==> src/rx_port_irq_pkg.sv <==
// package: register map, field positions, reset values and carrier types for the port interrupts
package rx_port_irq_pkg;

    localparam int ADDR_W = 10;
    localparam int DATA_W = 32;
    localparam int LEN_W  = 16;
    localparam int CNT_W  = 16;
    localparam int GPIO_N = 4;
    localparam int SENS_N = 8;

    // register indices; byte address is four times the index
    localparam logic [7:0] IDX_CSI_STATUS  = 8'h7A;
    localparam logic [7:0] IDX_EN_HIGH     = 8'hD8;
    localparam logic [7:0] IDX_EN_LOW      = 8'hD9;
    localparam logic [7:0] IDX_ST_HIGH     = 8'hDA;
    localparam logic [7:0] IDX_ST_LOW      = 8'hDB;
    localparam logic [7:0] IDX_FWD_GPIO    = 8'hDC;
    localparam logic [7:0] IDX_SENS_RISE   = 8'hDE;
    localparam logic [7:0] IDX_SENS_FALL   = 8'hDF;
    localparam logic [7:0] IDX_RX_STS_1    = 8'hE0;
    localparam logic [7:0] IDX_RX_STS_2    = 8'hE1;

    // low status / low enable bit positions
    localparam int B_LOCK     = 0;
    localparam int B_PASS     = 1;
    localparam int B_PARITY   = 2;
    localparam int B_CSI      = 3;
    localparam int B_BUF      = 4;
    localparam int B_LINE_CNT = 5;
    localparam int B_LINE_LEN = 6;
    localparam int LO_N       = 7;

    // high status / high enable bit positions
    localparam int B_CRC      = 0;
    localparam int B_SEQ      = 1;
    localparam int B_ENC      = 2;
    localparam int B_SENS     = 3;
    localparam int B_GPIO     = 4;
    localparam int HI_N       = 5;
    localparam int EN_HI_N    = 3;

    localparam logic [7:0]         EN_LO_RST = 8'h00;
    localparam logic [EN_HI_N-1:0] EN_HI_RST = 3'h0;

    typedef struct packed {
        logic                line_end;
        logic [LEN_W-1:0]    line_len;
        logic                frame_end;
        logic [CNT_W-1:0]    line_cnt;
        logic                buf_ovf;
        logic                csi_err;
        logic                parity_err;
        logic                port_pass;
        logic                lock;
        logic                enc_err;
        logic                seq_err;
        logic                crc_err;
        logic [GPIO_N-1:0]   gpio_level;
        logic [GPIO_N-1:0]   gpio_event;
        logic [SENS_N-1:0]   sens_rise;
        logic [SENS_N-1:0]   sens_fall;
    } port_events_t;

    typedef struct packed {
        logic [7:0] rx_port_status_first;
        logic [7:0] rx_port_status_second;
        logic [7:0] csi_receiver_status;
    } src_status_t;

endpackage

==> src/flag_bank.sv <==
// sticky flag bank: per-bit set and clear, set wins over clear
`timescale 1ns/1ps
`default_nettype none
module flag_bank #(
    parameter int W = 8
) (
    input  wire logic         core_clk,
    input  wire logic         srst,
    input  wire logic [W-1:0] set,
    input  wire logic [W-1:0] clr,
    output var  logic [W-1:0] q
);
    logic [W-1:0] q_ff;

    genvar i;
    generate
        for (i = 0; i < W; i++)
        begin : g_bit
            always_ff @(posedge core_clk)
            begin
                if (srst)
                    q_ff[i] <= 1'b0;
                else
                    q_ff[i] <= set[i] | (q_ff[i] & ~clr[i]);
            end
        end
    endgenerate

    assign q = q_ff;
endmodule
`default_nettype wire

==> src/rx_port_interrupt_logic.sv <==
// receive port interrupt enables, sticky status and read-to-clear logic on avalon-mm
// Function
// - line length change raises interrupt when its enable bit set
// - lines-per-frame change raises interrupt when its enable bit set
// - receive buffer overflow raises interrupt when its enable bit set
// - csi receiver error raises interrupt when its enable bit set
// - link parity error raises interrupt when its enable bit set
// - port valid change, either direction, raises interrupt when enabled
// - lock status change raises interrupt when its enable bit set
// - gpio change flag set on event, cleared by reading gpio status
// - sensor flag cleared only after both rise and fall registers read
// - encoding error flag cleared by reading second port status register
// - sequence error flag cleared by reading first port status register
// - control channel crc flag cleared by reading first status register
// - line length flag cleared by reading second port status register
// - line count flag cleared by reading second port status register
// - buffer overflow flag cleared by reading second port status register
// - csi error flag cleared by reading csi receiver status register
// - parity error flag cleared by reading first port status register
// - port valid flag cleared by reading first port status register
// - lock flag cleared by reading first port status register
// - upper enable register holds encoding, sequence, crc enables, reset zero
// - per-gpio interrupt status bits clear when gpio status read
//
// The Avalon-MM register port is this design's own decision.
`timescale 1ns/1ps
`default_nettype none
module rx_port_interrupt_logic #(
    parameter int LEN_W = rx_port_irq_pkg::LEN_W,
    parameter int CNT_W = rx_port_irq_pkg::CNT_W
) (
    input  wire logic                                core_clk,
    input  wire logic                                srst,
    input  wire logic [rx_port_irq_pkg::ADDR_W-1:0]  avs_address,
    input  wire logic                                avs_read,
    input  wire logic                                avs_write,
    input  wire logic [rx_port_irq_pkg::DATA_W-1:0]  avs_writedata,
    input  wire logic [3:0]                          avs_byteenable,
    output var  logic [rx_port_irq_pkg::DATA_W-1:0]  avs_readdata,
    output var  logic                                avs_waitrequest,
    input  wire rx_port_irq_pkg::port_events_t       ev,
    input  wire rx_port_irq_pkg::src_status_t        src,
    output var  logic                                irq,
    output var  logic                                clr_rx_status_first,
    output var  logic                                clr_rx_status_second,
    output var  logic                                clr_csi_status
);
    localparam int LO_N = rx_port_irq_pkg::LO_N;
    localparam int HI_N = rx_port_irq_pkg::HI_N;
    localparam int GN   = rx_port_irq_pkg::GPIO_N;
    localparam int SN   = rx_port_irq_pkg::SENS_N;

    // bus handshake
    logic        ack_ff;
    logic        req;
    logic        capture;
    logic        rd_acc;
    logic        wr_acc;
    logic [7:0]  idx;
    logic        aligned;
    logic [rx_port_irq_pkg::DATA_W-1:0] readdata_ff;
    logic [rx_port_irq_pkg::DATA_W-1:0] nxt_readdata;

    // registers and flags
    logic [7:0]                         en_lo_ff;
    logic [rx_port_irq_pkg::EN_HI_N-1:0] en_hi_ff;
    logic [LO_N-1:0] st_lo;
    logic [HI_N-1:0] st_hi;
    logic [LO_N-1:0] set_lo;
    logic [LO_N-1:0] clr_lo;
    logic [HI_N-1:0] set_hi;
    logic [HI_N-1:0] clr_hi;
    logic [LO_N-1:0] snap_lo_ff;
    logic [HI_N-1:0] snap_hi_ff;
    logic [GN-1:0]   gpio_int;
    logic [GN-1:0]   gpio_clr;
    logic [SN-1:0]   rise_q;
    logic [SN-1:0]   fall_q;
    logic [SN-1:0]   rise_clr;
    logic [SN-1:0]   fall_clr;
    logic [GN-1:0]   snap_gpio_ff;
    logic [SN-1:0]   snap_rise_ff;
    logic [SN-1:0]   snap_fall_ff;
    logic            rise_seen_ff;
    logic            fall_seen_ff;
    logic            sens_done;

    // change detectors
    logic             primed_ff;
    logic             pass_ff;
    logic             lock_ff;
    logic [LEN_W-1:0] len_ff;
    logic             len_valid_ff;
    logic [CNT_W-1:0] cnt_ff;
    logic             cnt_valid_ff;
    logic             len_chg;
    logic             cnt_chg;
    logic             pass_chg;
    logic             lock_chg;

    logic irq_ff;
    logic clr_first_ff;
    logic clr_second_ff;
    logic clr_csi_ff;

    logic rd_first;
    logic rd_second;
    logic rd_csi;
    logic rd_gpio;
    logic rd_rise;
    logic rd_fall;

    // one wait cycle per access: data captured at first edge, taken at second
    assign req             = avs_read | avs_write;
    assign avs_waitrequest = req & ~ack_ff;
    assign capture         = avs_read & ~ack_ff;
    assign rd_acc          = avs_read & ack_ff;
    assign wr_acc          = avs_write & ack_ff & avs_byteenable[0];
    assign aligned         = (avs_address[1:0] == 2'h0);
    assign idx             = avs_address[9:2];

    always_ff @(posedge core_clk)
    begin
        if (srst)
            ack_ff <= 1'b0;
        else
            ack_ff <= req & ~ack_ff;
    end

    assign rd_first  = rd_acc & aligned & (idx == rx_port_irq_pkg::IDX_RX_STS_1);
    assign rd_second = rd_acc & aligned & (idx == rx_port_irq_pkg::IDX_RX_STS_2);
    assign rd_csi    = rd_acc & aligned & (idx == rx_port_irq_pkg::IDX_CSI_STATUS);
    assign rd_gpio   = rd_acc & aligned & (idx == rx_port_irq_pkg::IDX_FWD_GPIO);
    assign rd_rise   = rd_acc & aligned & (idx == rx_port_irq_pkg::IDX_SENS_RISE);
    assign rd_fall   = rd_acc & aligned & (idx == rx_port_irq_pkg::IDX_SENS_FALL);

    always_comb
    begin
        nxt_readdata = '0;
        if (aligned)
        begin
            unique case (idx)
                rx_port_irq_pkg::IDX_EN_LOW:
                    nxt_readdata[7:0] = en_lo_ff;
                rx_port_irq_pkg::IDX_EN_HIGH:
                    nxt_readdata[2:0] = en_hi_ff;
                rx_port_irq_pkg::IDX_ST_LOW:
                    nxt_readdata[LO_N-1:0] = st_lo;
                rx_port_irq_pkg::IDX_ST_HIGH:
                    nxt_readdata[HI_N-1:0] = st_hi;
                rx_port_irq_pkg::IDX_FWD_GPIO:
                    nxt_readdata[7:0] = {gpio_int, ev.gpio_level};
                rx_port_irq_pkg::IDX_SENS_RISE:
                    nxt_readdata[7:0] = rise_q;
                rx_port_irq_pkg::IDX_SENS_FALL:
                    nxt_readdata[7:0] = fall_q;
                rx_port_irq_pkg::IDX_RX_STS_1:
                    nxt_readdata[7:0] = src.rx_port_status_first;
                rx_port_irq_pkg::IDX_RX_STS_2:
                    nxt_readdata[7:0] = src.rx_port_status_second;
                rx_port_irq_pkg::IDX_CSI_STATUS:
                    nxt_readdata[7:0] = src.csi_receiver_status;
                default:
                    nxt_readdata = '0;
            endcase
        end
    end

    always_ff @(posedge core_clk)
    begin
        if (srst)
            readdata_ff <= '0;
        else if (capture)
            readdata_ff <= nxt_readdata;
    end

    assign avs_readdata = readdata_ff;

    // flags seen at capture are the only ones a read may clear, so a late event survives
    always_ff @(posedge core_clk)
    begin
        if (srst)
        begin
            snap_lo_ff   <= '0;
            snap_hi_ff   <= '0;
            snap_gpio_ff <= '0;
            snap_rise_ff <= '0;
            snap_fall_ff <= '0;
        end
        else if (capture)
        begin
            snap_lo_ff   <= st_lo;
            snap_hi_ff   <= st_hi;
            snap_gpio_ff <= gpio_int;
            snap_rise_ff <= rise_q;
            snap_fall_ff <= fall_q;
        end
    end

    // enable registers
    always_ff @(posedge core_clk)
    begin
        if (srst)
            en_lo_ff <= rx_port_irq_pkg::EN_LO_RST;
        else if (wr_acc && aligned && idx == rx_port_irq_pkg::IDX_EN_LOW)
            en_lo_ff <= avs_writedata[7:0];
    end

    always_ff @(posedge core_clk)
    begin
        if (srst)
            en_hi_ff <= rx_port_irq_pkg::EN_HI_RST;
        else if (wr_acc && aligned && idx == rx_port_irq_pkg::IDX_EN_HIGH)
            en_hi_ff <= avs_writedata[2:0];
    end

    // change detection; first sample after reset only primes the history
    always_ff @(posedge core_clk)
    begin
        if (srst)
        begin
            primed_ff <= 1'b0;
            pass_ff   <= 1'b0;
            lock_ff   <= 1'b0;
        end
        else
        begin
            primed_ff <= 1'b1;
            pass_ff   <= ev.port_pass;
            lock_ff   <= ev.lock;
        end
    end

    assign pass_chg = primed_ff & (ev.port_pass ^ pass_ff);
    assign lock_chg = primed_ff & (ev.lock ^ lock_ff);

    always_ff @(posedge core_clk)
    begin
        if (srst)
        begin
            len_ff       <= '0;
            len_valid_ff <= 1'b0;
        end
        else if (ev.line_end)
        begin
            len_ff       <= ev.line_len;
            len_valid_ff <= 1'b1;
        end
    end

    always_ff @(posedge core_clk)
    begin
        if (srst)
        begin
            cnt_ff       <= '0;
            cnt_valid_ff <= 1'b0;
        end
        else if (ev.frame_end)
        begin
            cnt_ff       <= ev.line_cnt;
            cnt_valid_ff <= 1'b1;
        end
    end

    assign len_chg = ev.line_end & len_valid_ff & (ev.line_len != len_ff);
    assign cnt_chg = ev.frame_end & cnt_valid_ff & (ev.line_cnt != cnt_ff);

    // status set sources; status latches regardless of enable, enable gates irq only
    always_comb
    begin
        set_lo                              = '0;
        set_lo[rx_port_irq_pkg::B_LOCK]     = lock_chg;
        set_lo[rx_port_irq_pkg::B_PASS]     = pass_chg;
        set_lo[rx_port_irq_pkg::B_PARITY]   = ev.parity_err;
        set_lo[rx_port_irq_pkg::B_CSI]      = ev.csi_err;
        set_lo[rx_port_irq_pkg::B_BUF]      = ev.buf_ovf;
        set_lo[rx_port_irq_pkg::B_LINE_CNT] = cnt_chg;
        set_lo[rx_port_irq_pkg::B_LINE_LEN] = len_chg;
    end

    always_comb
    begin
        clr_lo                              = '0;
        clr_lo[rx_port_irq_pkg::B_LOCK]     = rd_first;
        clr_lo[rx_port_irq_pkg::B_PASS]     = rd_first;
        clr_lo[rx_port_irq_pkg::B_PARITY]   = rd_first;
        clr_lo[rx_port_irq_pkg::B_CSI]      = rd_csi;
        clr_lo[rx_port_irq_pkg::B_BUF]      = rd_second;
        clr_lo[rx_port_irq_pkg::B_LINE_CNT] = rd_second;
        clr_lo[rx_port_irq_pkg::B_LINE_LEN] = rd_second;
        clr_lo                              = clr_lo & snap_lo_ff;
    end

    // sensor flag needs both edge registers read; the order does not matter
    assign sens_done = (rd_rise & (fall_seen_ff | rd_fall)) | (rd_fall & rise_seen_ff);

    always_ff @(posedge core_clk)
    begin
        if (srst || sens_done)
        begin
            rise_seen_ff <= 1'b0;
            fall_seen_ff <= 1'b0;
        end
        else
        begin
            rise_seen_ff <= rise_seen_ff | rd_rise;
            fall_seen_ff <= fall_seen_ff | rd_fall;
        end
    end

    always_comb
    begin
        set_hi                          = '0;
        set_hi[rx_port_irq_pkg::B_CRC]  = ev.crc_err;
        set_hi[rx_port_irq_pkg::B_SEQ]  = ev.seq_err;
        set_hi[rx_port_irq_pkg::B_ENC]  = ev.enc_err;
        set_hi[rx_port_irq_pkg::B_SENS] = |ev.sens_rise | |ev.sens_fall;
        set_hi[rx_port_irq_pkg::B_GPIO] = |ev.gpio_event;
    end

    always_comb
    begin
        clr_hi                          = '0;
        clr_hi[rx_port_irq_pkg::B_CRC]  = rd_first;
        clr_hi[rx_port_irq_pkg::B_SEQ]  = rd_first;
        clr_hi[rx_port_irq_pkg::B_ENC]  = rd_second;
        clr_hi[rx_port_irq_pkg::B_SENS] = sens_done;
        clr_hi[rx_port_irq_pkg::B_GPIO] = rd_gpio;
        clr_hi                          = clr_hi & snap_hi_ff;
    end

    assign gpio_clr = {GN{rd_gpio}} & snap_gpio_ff;
    assign rise_clr = {SN{rd_rise}} & snap_rise_ff;
    assign fall_clr = {SN{rd_fall}} & snap_fall_ff;

    flag_bank #(.W(LO_N)) u_st_lo (
        .core_clk (core_clk),
        .srst     (srst),
        .set      (set_lo),
        .clr      (clr_lo),
        .q        (st_lo)
    );

    flag_bank #(.W(HI_N)) u_st_hi (
        .core_clk (core_clk),
        .srst     (srst),
        .set      (set_hi),
        .clr      (clr_hi),
        .q        (st_hi)
    );

    flag_bank #(.W(GN)) u_gpio (
        .core_clk (core_clk),
        .srst     (srst),
        .set      (ev.gpio_event),
        .clr      (gpio_clr),
        .q        (gpio_int)
    );

    flag_bank #(.W(SN)) u_rise (
        .core_clk (core_clk),
        .srst     (srst),
        .set      (ev.sens_rise),
        .clr      (rise_clr),
        .q        (rise_q)
    );

    flag_bank #(.W(SN)) u_fall (
        .core_clk (core_clk),
        .srst     (srst),
        .set      (ev.sens_fall),
        .clr      (fall_clr),
        .q        (fall_q)
    );

    // gpio and sensor flags drive irq directly; no enable register gates them
    always_ff @(posedge core_clk)
    begin
        if (srst)
            irq_ff <= 1'b0;
        else
            irq_ff <= (|(st_lo & en_lo_ff[LO_N-1:0]))
                    | (|(st_hi[2:0] & en_hi_ff))
                    | st_hi[rx_port_irq_pkg::B_SENS]
                    | st_hi[rx_port_irq_pkg::B_GPIO];
    end

    assign irq = irq_ff;

    // read notices to the owners of the source status registers
    always_ff @(posedge core_clk)
    begin
        if (srst)
        begin
            clr_first_ff  <= 1'b0;
            clr_second_ff <= 1'b0;
            clr_csi_ff    <= 1'b0;
        end
        else
        begin
            clr_first_ff  <= rd_first;
            clr_second_ff <= rd_second;
            clr_csi_ff    <= rd_csi;
        end
    end

    assign clr_rx_status_first  = clr_first_ff;
    assign clr_rx_status_second = clr_second_ff;
    assign clr_csi_status       = clr_csi_ff;

endmodule
`default_nettype wire

==> config.mk <==
export PLATFORM = sky130hd
export DESIGN_NAME = rx_port_interrupt_logic
export DESIGN_NICKNAME = d
export VERILOG_FILES = /design/src/rx_port_irq_pkg.sv /design/src/flag_bank.sv /design/src/rx_port_interrupt_logic.sv
export SDC_FILE = /design/constraint.sdc
export NUM_CORES = 1
export LEC_CHECK = 0
export BUFFER_PORTS_ARGS = -buffer_cell sky130_fd_sc_hd__buf_4
export CORE_UTILIZATION = 52
export DETAILED_ROUTE_END_ITERATION = 12
export PLACE_DENSITY_LB_ADDON = 0.08
export SETUP_SLACK_MARGIN = 0.02
export SLEW_MARGIN = 10
export SYNTH_ARGS = -nofsm -noshare
export SYNTH_HDL_FRONTEND = slang
export SYNTH_SLANG_ARGS = --single-unit
==> constraint.sdc <==
create_clock -name core_clk -period 2.3 [get_ports core_clk]
set_clock_uncertainty 0.05 [all_clocks]
set_input_delay 0 -clock core_clk [delete_from_list [all_inputs] [get_ports core_clk]]
set_output_delay 0 -clock core_clk [all_outputs]
set_load 0.03 [all_outputs]
# --- After elaboration in Yosys (flattened, before gate mapping) ---
# Index checks and enable logic that the tools add are counted.
# Widths: inputs -> output; s select.
op_classes:
  eq_ne: 12
  n_mux: 6
  n_bitwise: 134
  n_reduce_logical: 10
ops:
  columns: ["cell", "n"]
  rows:
  - ["$eq 8x8->1 const B", 9]
  - ["$and 1x1->1", 52]
  - ["$or 1x1->1", 40]
  - ["$not 1->1", 33]
  - ["$ne 16x16->1", 2]
  - ["$pmux 3 s10", 1]
  - ["$pmux 2 s9", 1]
  - ["$and 8x8->8", 2]
  - ["$pmux 2 s8", 1]
  - ["$reduce_or 8->1", 2]
  - ["$and 7x7->7", 2]
  - ["$eq 8x7->1 const B", 1]
  - ["$mux 8", 1]
  - ["$pmux 1 s7", 1]
  - ["$reduce_or 7->1", 1]
  - ["$and 5x5->5", 1]
  - ["$and 4x4->4", 1]
  - ["$reduce_or 4->1", 1]
  - ["$and 3x3->3", 1]
  - ["$logic_and 1x1->1", 3]
  - ["$reduce_or 3->1", 1]
  - ["$logic_not 2->1", 1]
  - ["$xor 1x1->1", 2]
  - ["$logic_or 1x1->1", 1]
  - ["$mux 1", 1]
word_totals:
  reg_bits: 151
  inputBits: 140
  out_inout_bits: 37
  word_cells: 216

# --- Depth between registers and ports, before layout ---
logic_depth:
  word_depth: 10
  mapped_depth: 7
  ltp_nobuf: 5

# --- Cells and area by module ---
# From an unflattened synthesis, not the netlist that was laid out.
hier_totals:
  hier_cells: 709
  area_unflattened_um2: 6406.1
by_module_without_submodules:
  columns: ["module", "instances", "cells_per_inst", "area_per_inst_um2", "seq_area_each_um2"]
  rows:
  - ["rx_port_interrupt_logic", 1, 579, 5029.8, 1901.8]
  - ["flag_bank at u_fall ...", 2, 33, 381.6, 160.2]
  - ["flag_bank at u_st_lo", 1, 28, 297.8, 140.1]
  - ["flag_bank at u_st_hi", 1, 20, 175.2, 100.1]
  - ["flag_bank at u_gpio", 1, 16, 140.1, 80.1]

# --- Least setup slack after synthesis ---
# Ideal clock, no wire load.
synth_timing:
  path_kind: "flip-flop to flip-flop"
  start: "register ack_ff"
  end: "register u_st_lo.q_ff[0] (netlist: u_st_lo.q[0])"
  setup_time_ns: 0.128
  arrival_ns: 1.530
  t_required_ns: 2.122
  setup_slack_ns: 0.592
  path_stages_with_launch: 7
  n_path_buf: 1
  synth_period_minus_slack_ns: 1.708
  path_cell_list: "dfxtp_1 nand4bb_1 clkbuf_1 nor4_1 nand2_1 a22oi_1 nor2_1"
synth_via:
  elab_chain_len: 7
synth_lines:
  columns: ["element", "line", "text"]
  rows:
  - ["start: declaration", "rx_port_interrupt_logic.sv:54", "logic ack_ff;"]
  - ["start signal: assignment", "rx_port_interrupt_logic.sv:127", "ack_ff <= req & ~ack_ff;"]
  - ["$and 1x1->1", "rx_port_interrupt_logic.sv:117", "assign rd_acc = avs_read & ack_ff;"]
  - ["$and 1x1->1 (2 in a row)", "rx_port_interrupt_logic.sv:130", "assign rd_first = rd_acc & aligned & (idx == rx_port_irq_pkg::IDX_RX_STS_1);"]
  - ["$and 7x7->7", "rx_port_interrupt_logic.sv:291", "clr_lo = clr_lo & snap_lo_ff;"]
  - ["$not 1->1", "flag_bank.sv:24", "q_ff[i] <= set[i] | (q_ff[i] & ~clr[i]);"]
  - ["$and 1x1->1", "flag_bank.sv:24", null]
  - ["$or 1x1->1", "flag_bank.sv:24", null]
  - ["end signal: indexed assignment", "flag_bank.sv:24", null]
  - ["end: declaration", "flag_bank.sv:13", "logic [W-1:0] q_ff;"]
# No other way between the ends.
# A chain may end at the register's enable or synchronous reset.

# --- Worst setup path in the final report ---
layout_timing:
  start: "register ack_ff"
  end: "register readdata_ff, in the netlist avs_readdata[3]"
layout_via:
  elab_chain_len: 2
layout_lines:
  columns: ["element", "line", "text"]
  rows:
  - ["$not 1->1", "rx_port_interrupt_logic.sv:116", "assign capture = avs_read & ~ack_ff;"]
  - ["$and 1x1->1", "rx_port_interrupt_logic.sv:116", null]
  - ["end signal: assignment", "rx_port_interrupt_logic.sv:174", "readdata_ff <= nxt_readdata;"]
  - ["end: declaration", "rx_port_interrupt_logic.sv:61", "logic [rx_port_irq_pkg::DATA_W-1:0] readdata_ff;"]
# No other way between the ends.

==> impl_metrics.json <==
{
  "run_status": "complete, no violations",
  "r2r_end": "avs_readdata[3]",
  "grt_pass1_vias": 5892,
  "routabilityCongestion": 0.923,
  "synth-edff-count": 0,
  "syn_area_um2": 5920,
  "path_clk_slew_ns": 0.05,
  "setup-violations-final": 0,
  "dr.pass1.iters": 7,
  "path_cells": "nand2b_1 -> nor3_1 -> o31ai_1 -> a221oi_1",
  "cp_slowest_cell": "nor3_1",
  "fin_crit_sh_pct": 84.8,
  "num_antenna_cells": 0,
  "grt.total_usage_pct": 33.0,
  "crit_path_start": "ack_ff",
  "synth.distinct_cells": 60,
  "final_cell_mix": "137 x buf_4, 127 x dfxtp_1, 118 x nand2_1",
  "coreArea_um2": 11000,
  "finalSetupTns_ns": 0,
  "crit_buf_inv": 0,
  "gr-total-overflow": 0,
  "critPathTopFamily": "simple AND/OR/NAND/NOR gates",
  "clkPwrFrac_pct": 46.7,
  "p_leak_uw": 0.00368,
  "cts_root_buffer": "clkbuf_16",
  "critPathLaunchType": "flip-flop",
  "min_period_ns": 1.95,
  "cp_max_fo": 17,
  "grt_max_degree": 124,
  "cts_inserted_buffers": 17,
  "slowest_delay_ns": 0.49,
  "grt_antenna_before_repair": 0,
  "rows": 38,
  "rsz0062_at_grt": "no",
  "fin_nets": 1058,
  "synthCells": 695,
  "drive_above_1_share_pct": 20.0,
  "start_util_pct": 53.9,
  "tightest_slew_ns": 0.636,
  "finalPower_uw": 6030,
  "synth_ff_type": "dfxtp_1",
  "hold_violations": 0,
  "clock.fmax_ghz": 0.513,
  "portBuffers": 125,
  "synth_seq_cells": 127,
  "crit_end": "avs_readdata[3]",
  "rr_worst_depth": 4,
  "hp-class": "in2reg",
  "htreeDepth": 4,
  "area_growth_pct": 45.1,
  "ys_seq_area_share_pct": 42.9,
  "die_height_um": 109,
  "p_per_area_nw_per_um2": 701,
  "vias": 5934,
  "utilization_pct": 78.2,
  "critPathCaptureType": "flip-flop",
  "cts_tree": "built",
  "swShare_pct": 25.0,
  "drt_iter0_drc": 487,
  "cap_violations": 0,
  "maxSlewHeadroom_pct": 57.6,
  "p_int_uw": 4520,
  "critPathRequiredTime_ns": 2.57,
  "num_io_pins": 177,
  "regToRegSetupSlack_ns": 0.35,
  "p_sw_uw": 1510,
  "routed_wl_um": 18900,
  "cp.arrival_ns": 2.22,
  "grt_pass1_wl_um": 29600,
  "r2r-start": "ack_ff",
  "antenna_left": 0,
  "dieArea_um2": 11800,
  "insertion_delay_ns": 0.42,
  "cp.depth": 4,
  "wl_per_cell_um": 17.6,
  "ys_warn_count": 0,
  "fp.dieW_um": 109,
  "comb_power_share_pct": 13.5,
  "clock_sinks": 127,
  "post-route-drc-count": 0,
  "hpwl_um": 11600,
  "final_common_cell": "buf_4",
  "hold_depth": 4,
  "slew_violations": 0,
  "clockBufferDepth": 2,
  "async_reset_ff_share_pct": 0,
  "syn_area_per_cell_um2": 8.52,
  "ir_worst_vdd_uv": 689,
  "critical_path_class": "reg2reg",
  "p_seq_share_pct": 39.8,
  "via_per_inst": 5.54
}
## synth_stat cells (all sizes together), types with 3 or more instances
cell type	instances	area share, %
dfxtp	127	43
nand2	118	7.5
nor2	87	5.5
a21oi	64	5.4
mux2i	54	9.1
buf	36	4.0
xor2	34	5.0
clkbuf	29	1.8
nor4	21	2.3
a221oi	9	1.4
nand3	9	0.76
o31ai	8	1.1
and3	6	0.63
nand4	6	0.63
nor2b	6	0.63
nor3	6	0.51
o21ai	6	0.70
and2	5	0.53
mux2	5	0.95
a22oi	4	0.51
a32o	4	0.68
nand2b	4	0.42
a211oi	3	0.38
a311oi	3	0.44
inv	3	0.19
nor4b	3	0.66
## worst min-delay path by stage
stage,start,to,slack (ns)
after global routing,src[15],avs_readdata[7],0.05
after CTS,src[15],avs_readdata[7],0.006
final,src[15],avs_readdata[7],0.02
after global placement,ev[29],u_st_lo.q[2],0.15
after floorplan,ev[0],u_fall.q[0],0.07
after detailed placement,ev[29],u_st_lo.q[2],0.16
## cell type report
cell class,instances,area [um^2]
fill,711,2390
tap,140,175
inverter,3,11.3
clock inverter,11,154
timing repair buffer,246,2130
multi-input combinational,523,3110
sequential,127,2540
clock buffer,21,470
## worst min-delay path, cell delays in order
cell      delay, ns
buf_4          0.08
a32o_1         0.15
a221oi_1       0.05
o31ai_1        0.18
## flip-flops by register name, summed over array words and instances (netlist names), 3 cells and up
| name | flops |
|---|---|
| avs_readdata | 8 |
| cnt_ff | 16 |
| en_hi_ff | 3 |
| en_lo_ff | 8 |
| len_ff | 16 |
| snap_fall_ff | 8 |
| snap_gpio_ff | 4 |
| snap_hi_ff | 5 |
| snap_lo_ff | 7 |
| snap_rise_ff | 8 |
| u_fall.q | 8 |
| u_gpio.q | 4 |
| u_rise.q | 8 |
| u_st_hi.q | 5 |
| u_st_lo.q | 7 |
## what timing repair did
action / 4_1_cts / 5_1_grt
buffers inserted: 0 / 0
endpoints found under the setup margin: 0 / 0
hold buffers: 108 / 0
gates resized for setup: 0 / 0
endpoints found under the hold margin: 89 / 0
## power by group through the flow
stage	combinational (uW)	sequential, uW	clock (uW)
after floorplan	395	2410	0
after global placement	605	2430	0
after detailed placement	622	2440	0
after CTS	787	2390	2840
after global routing	877	2410	2940
final	813	2400	2810
## logic make-up (layout without fill, tap and decap cells)
family	Yosys count	count (layout)	share of synthesized area, %
other	1	24	0.0633
flip-flops	127	127	42.9
XOR/XNOR	34	34	5.03
AO/OA/AOI/OAI	116	116	12.8
buffers and inverters	68	281	6.06
AND/OR/NAND/NOR	289	289	22.6
multiplexers	60	60	10.5
## through the flow
stage / hold slack (ns) / std cells / area, um^2 / worst slack (ns)
2_1_floorplan: 0.0674 / 718 / 6010 / 0.592
3_3_place_gp: 0.155 / 931 / 6890 / 0.339
3_5_place_dp: 0.163 / 931 / 6890 / 0.303
4_1_cts: 0.00637 / 1071 / 8590 / 0.365
5_1_grt: 0.0491 / 1071 / 8590 / 0.152
6_report: 0.0243 / 1071 / 8590 / 0.350
## metal layers
metal	global-route usage (%)	share of wire [%]
met3	7.23	6.6
met2	57.6	51
met5	0	0
met4	12.9	2.2
met1	39.4	40
(Power assumes the default switching activity.)
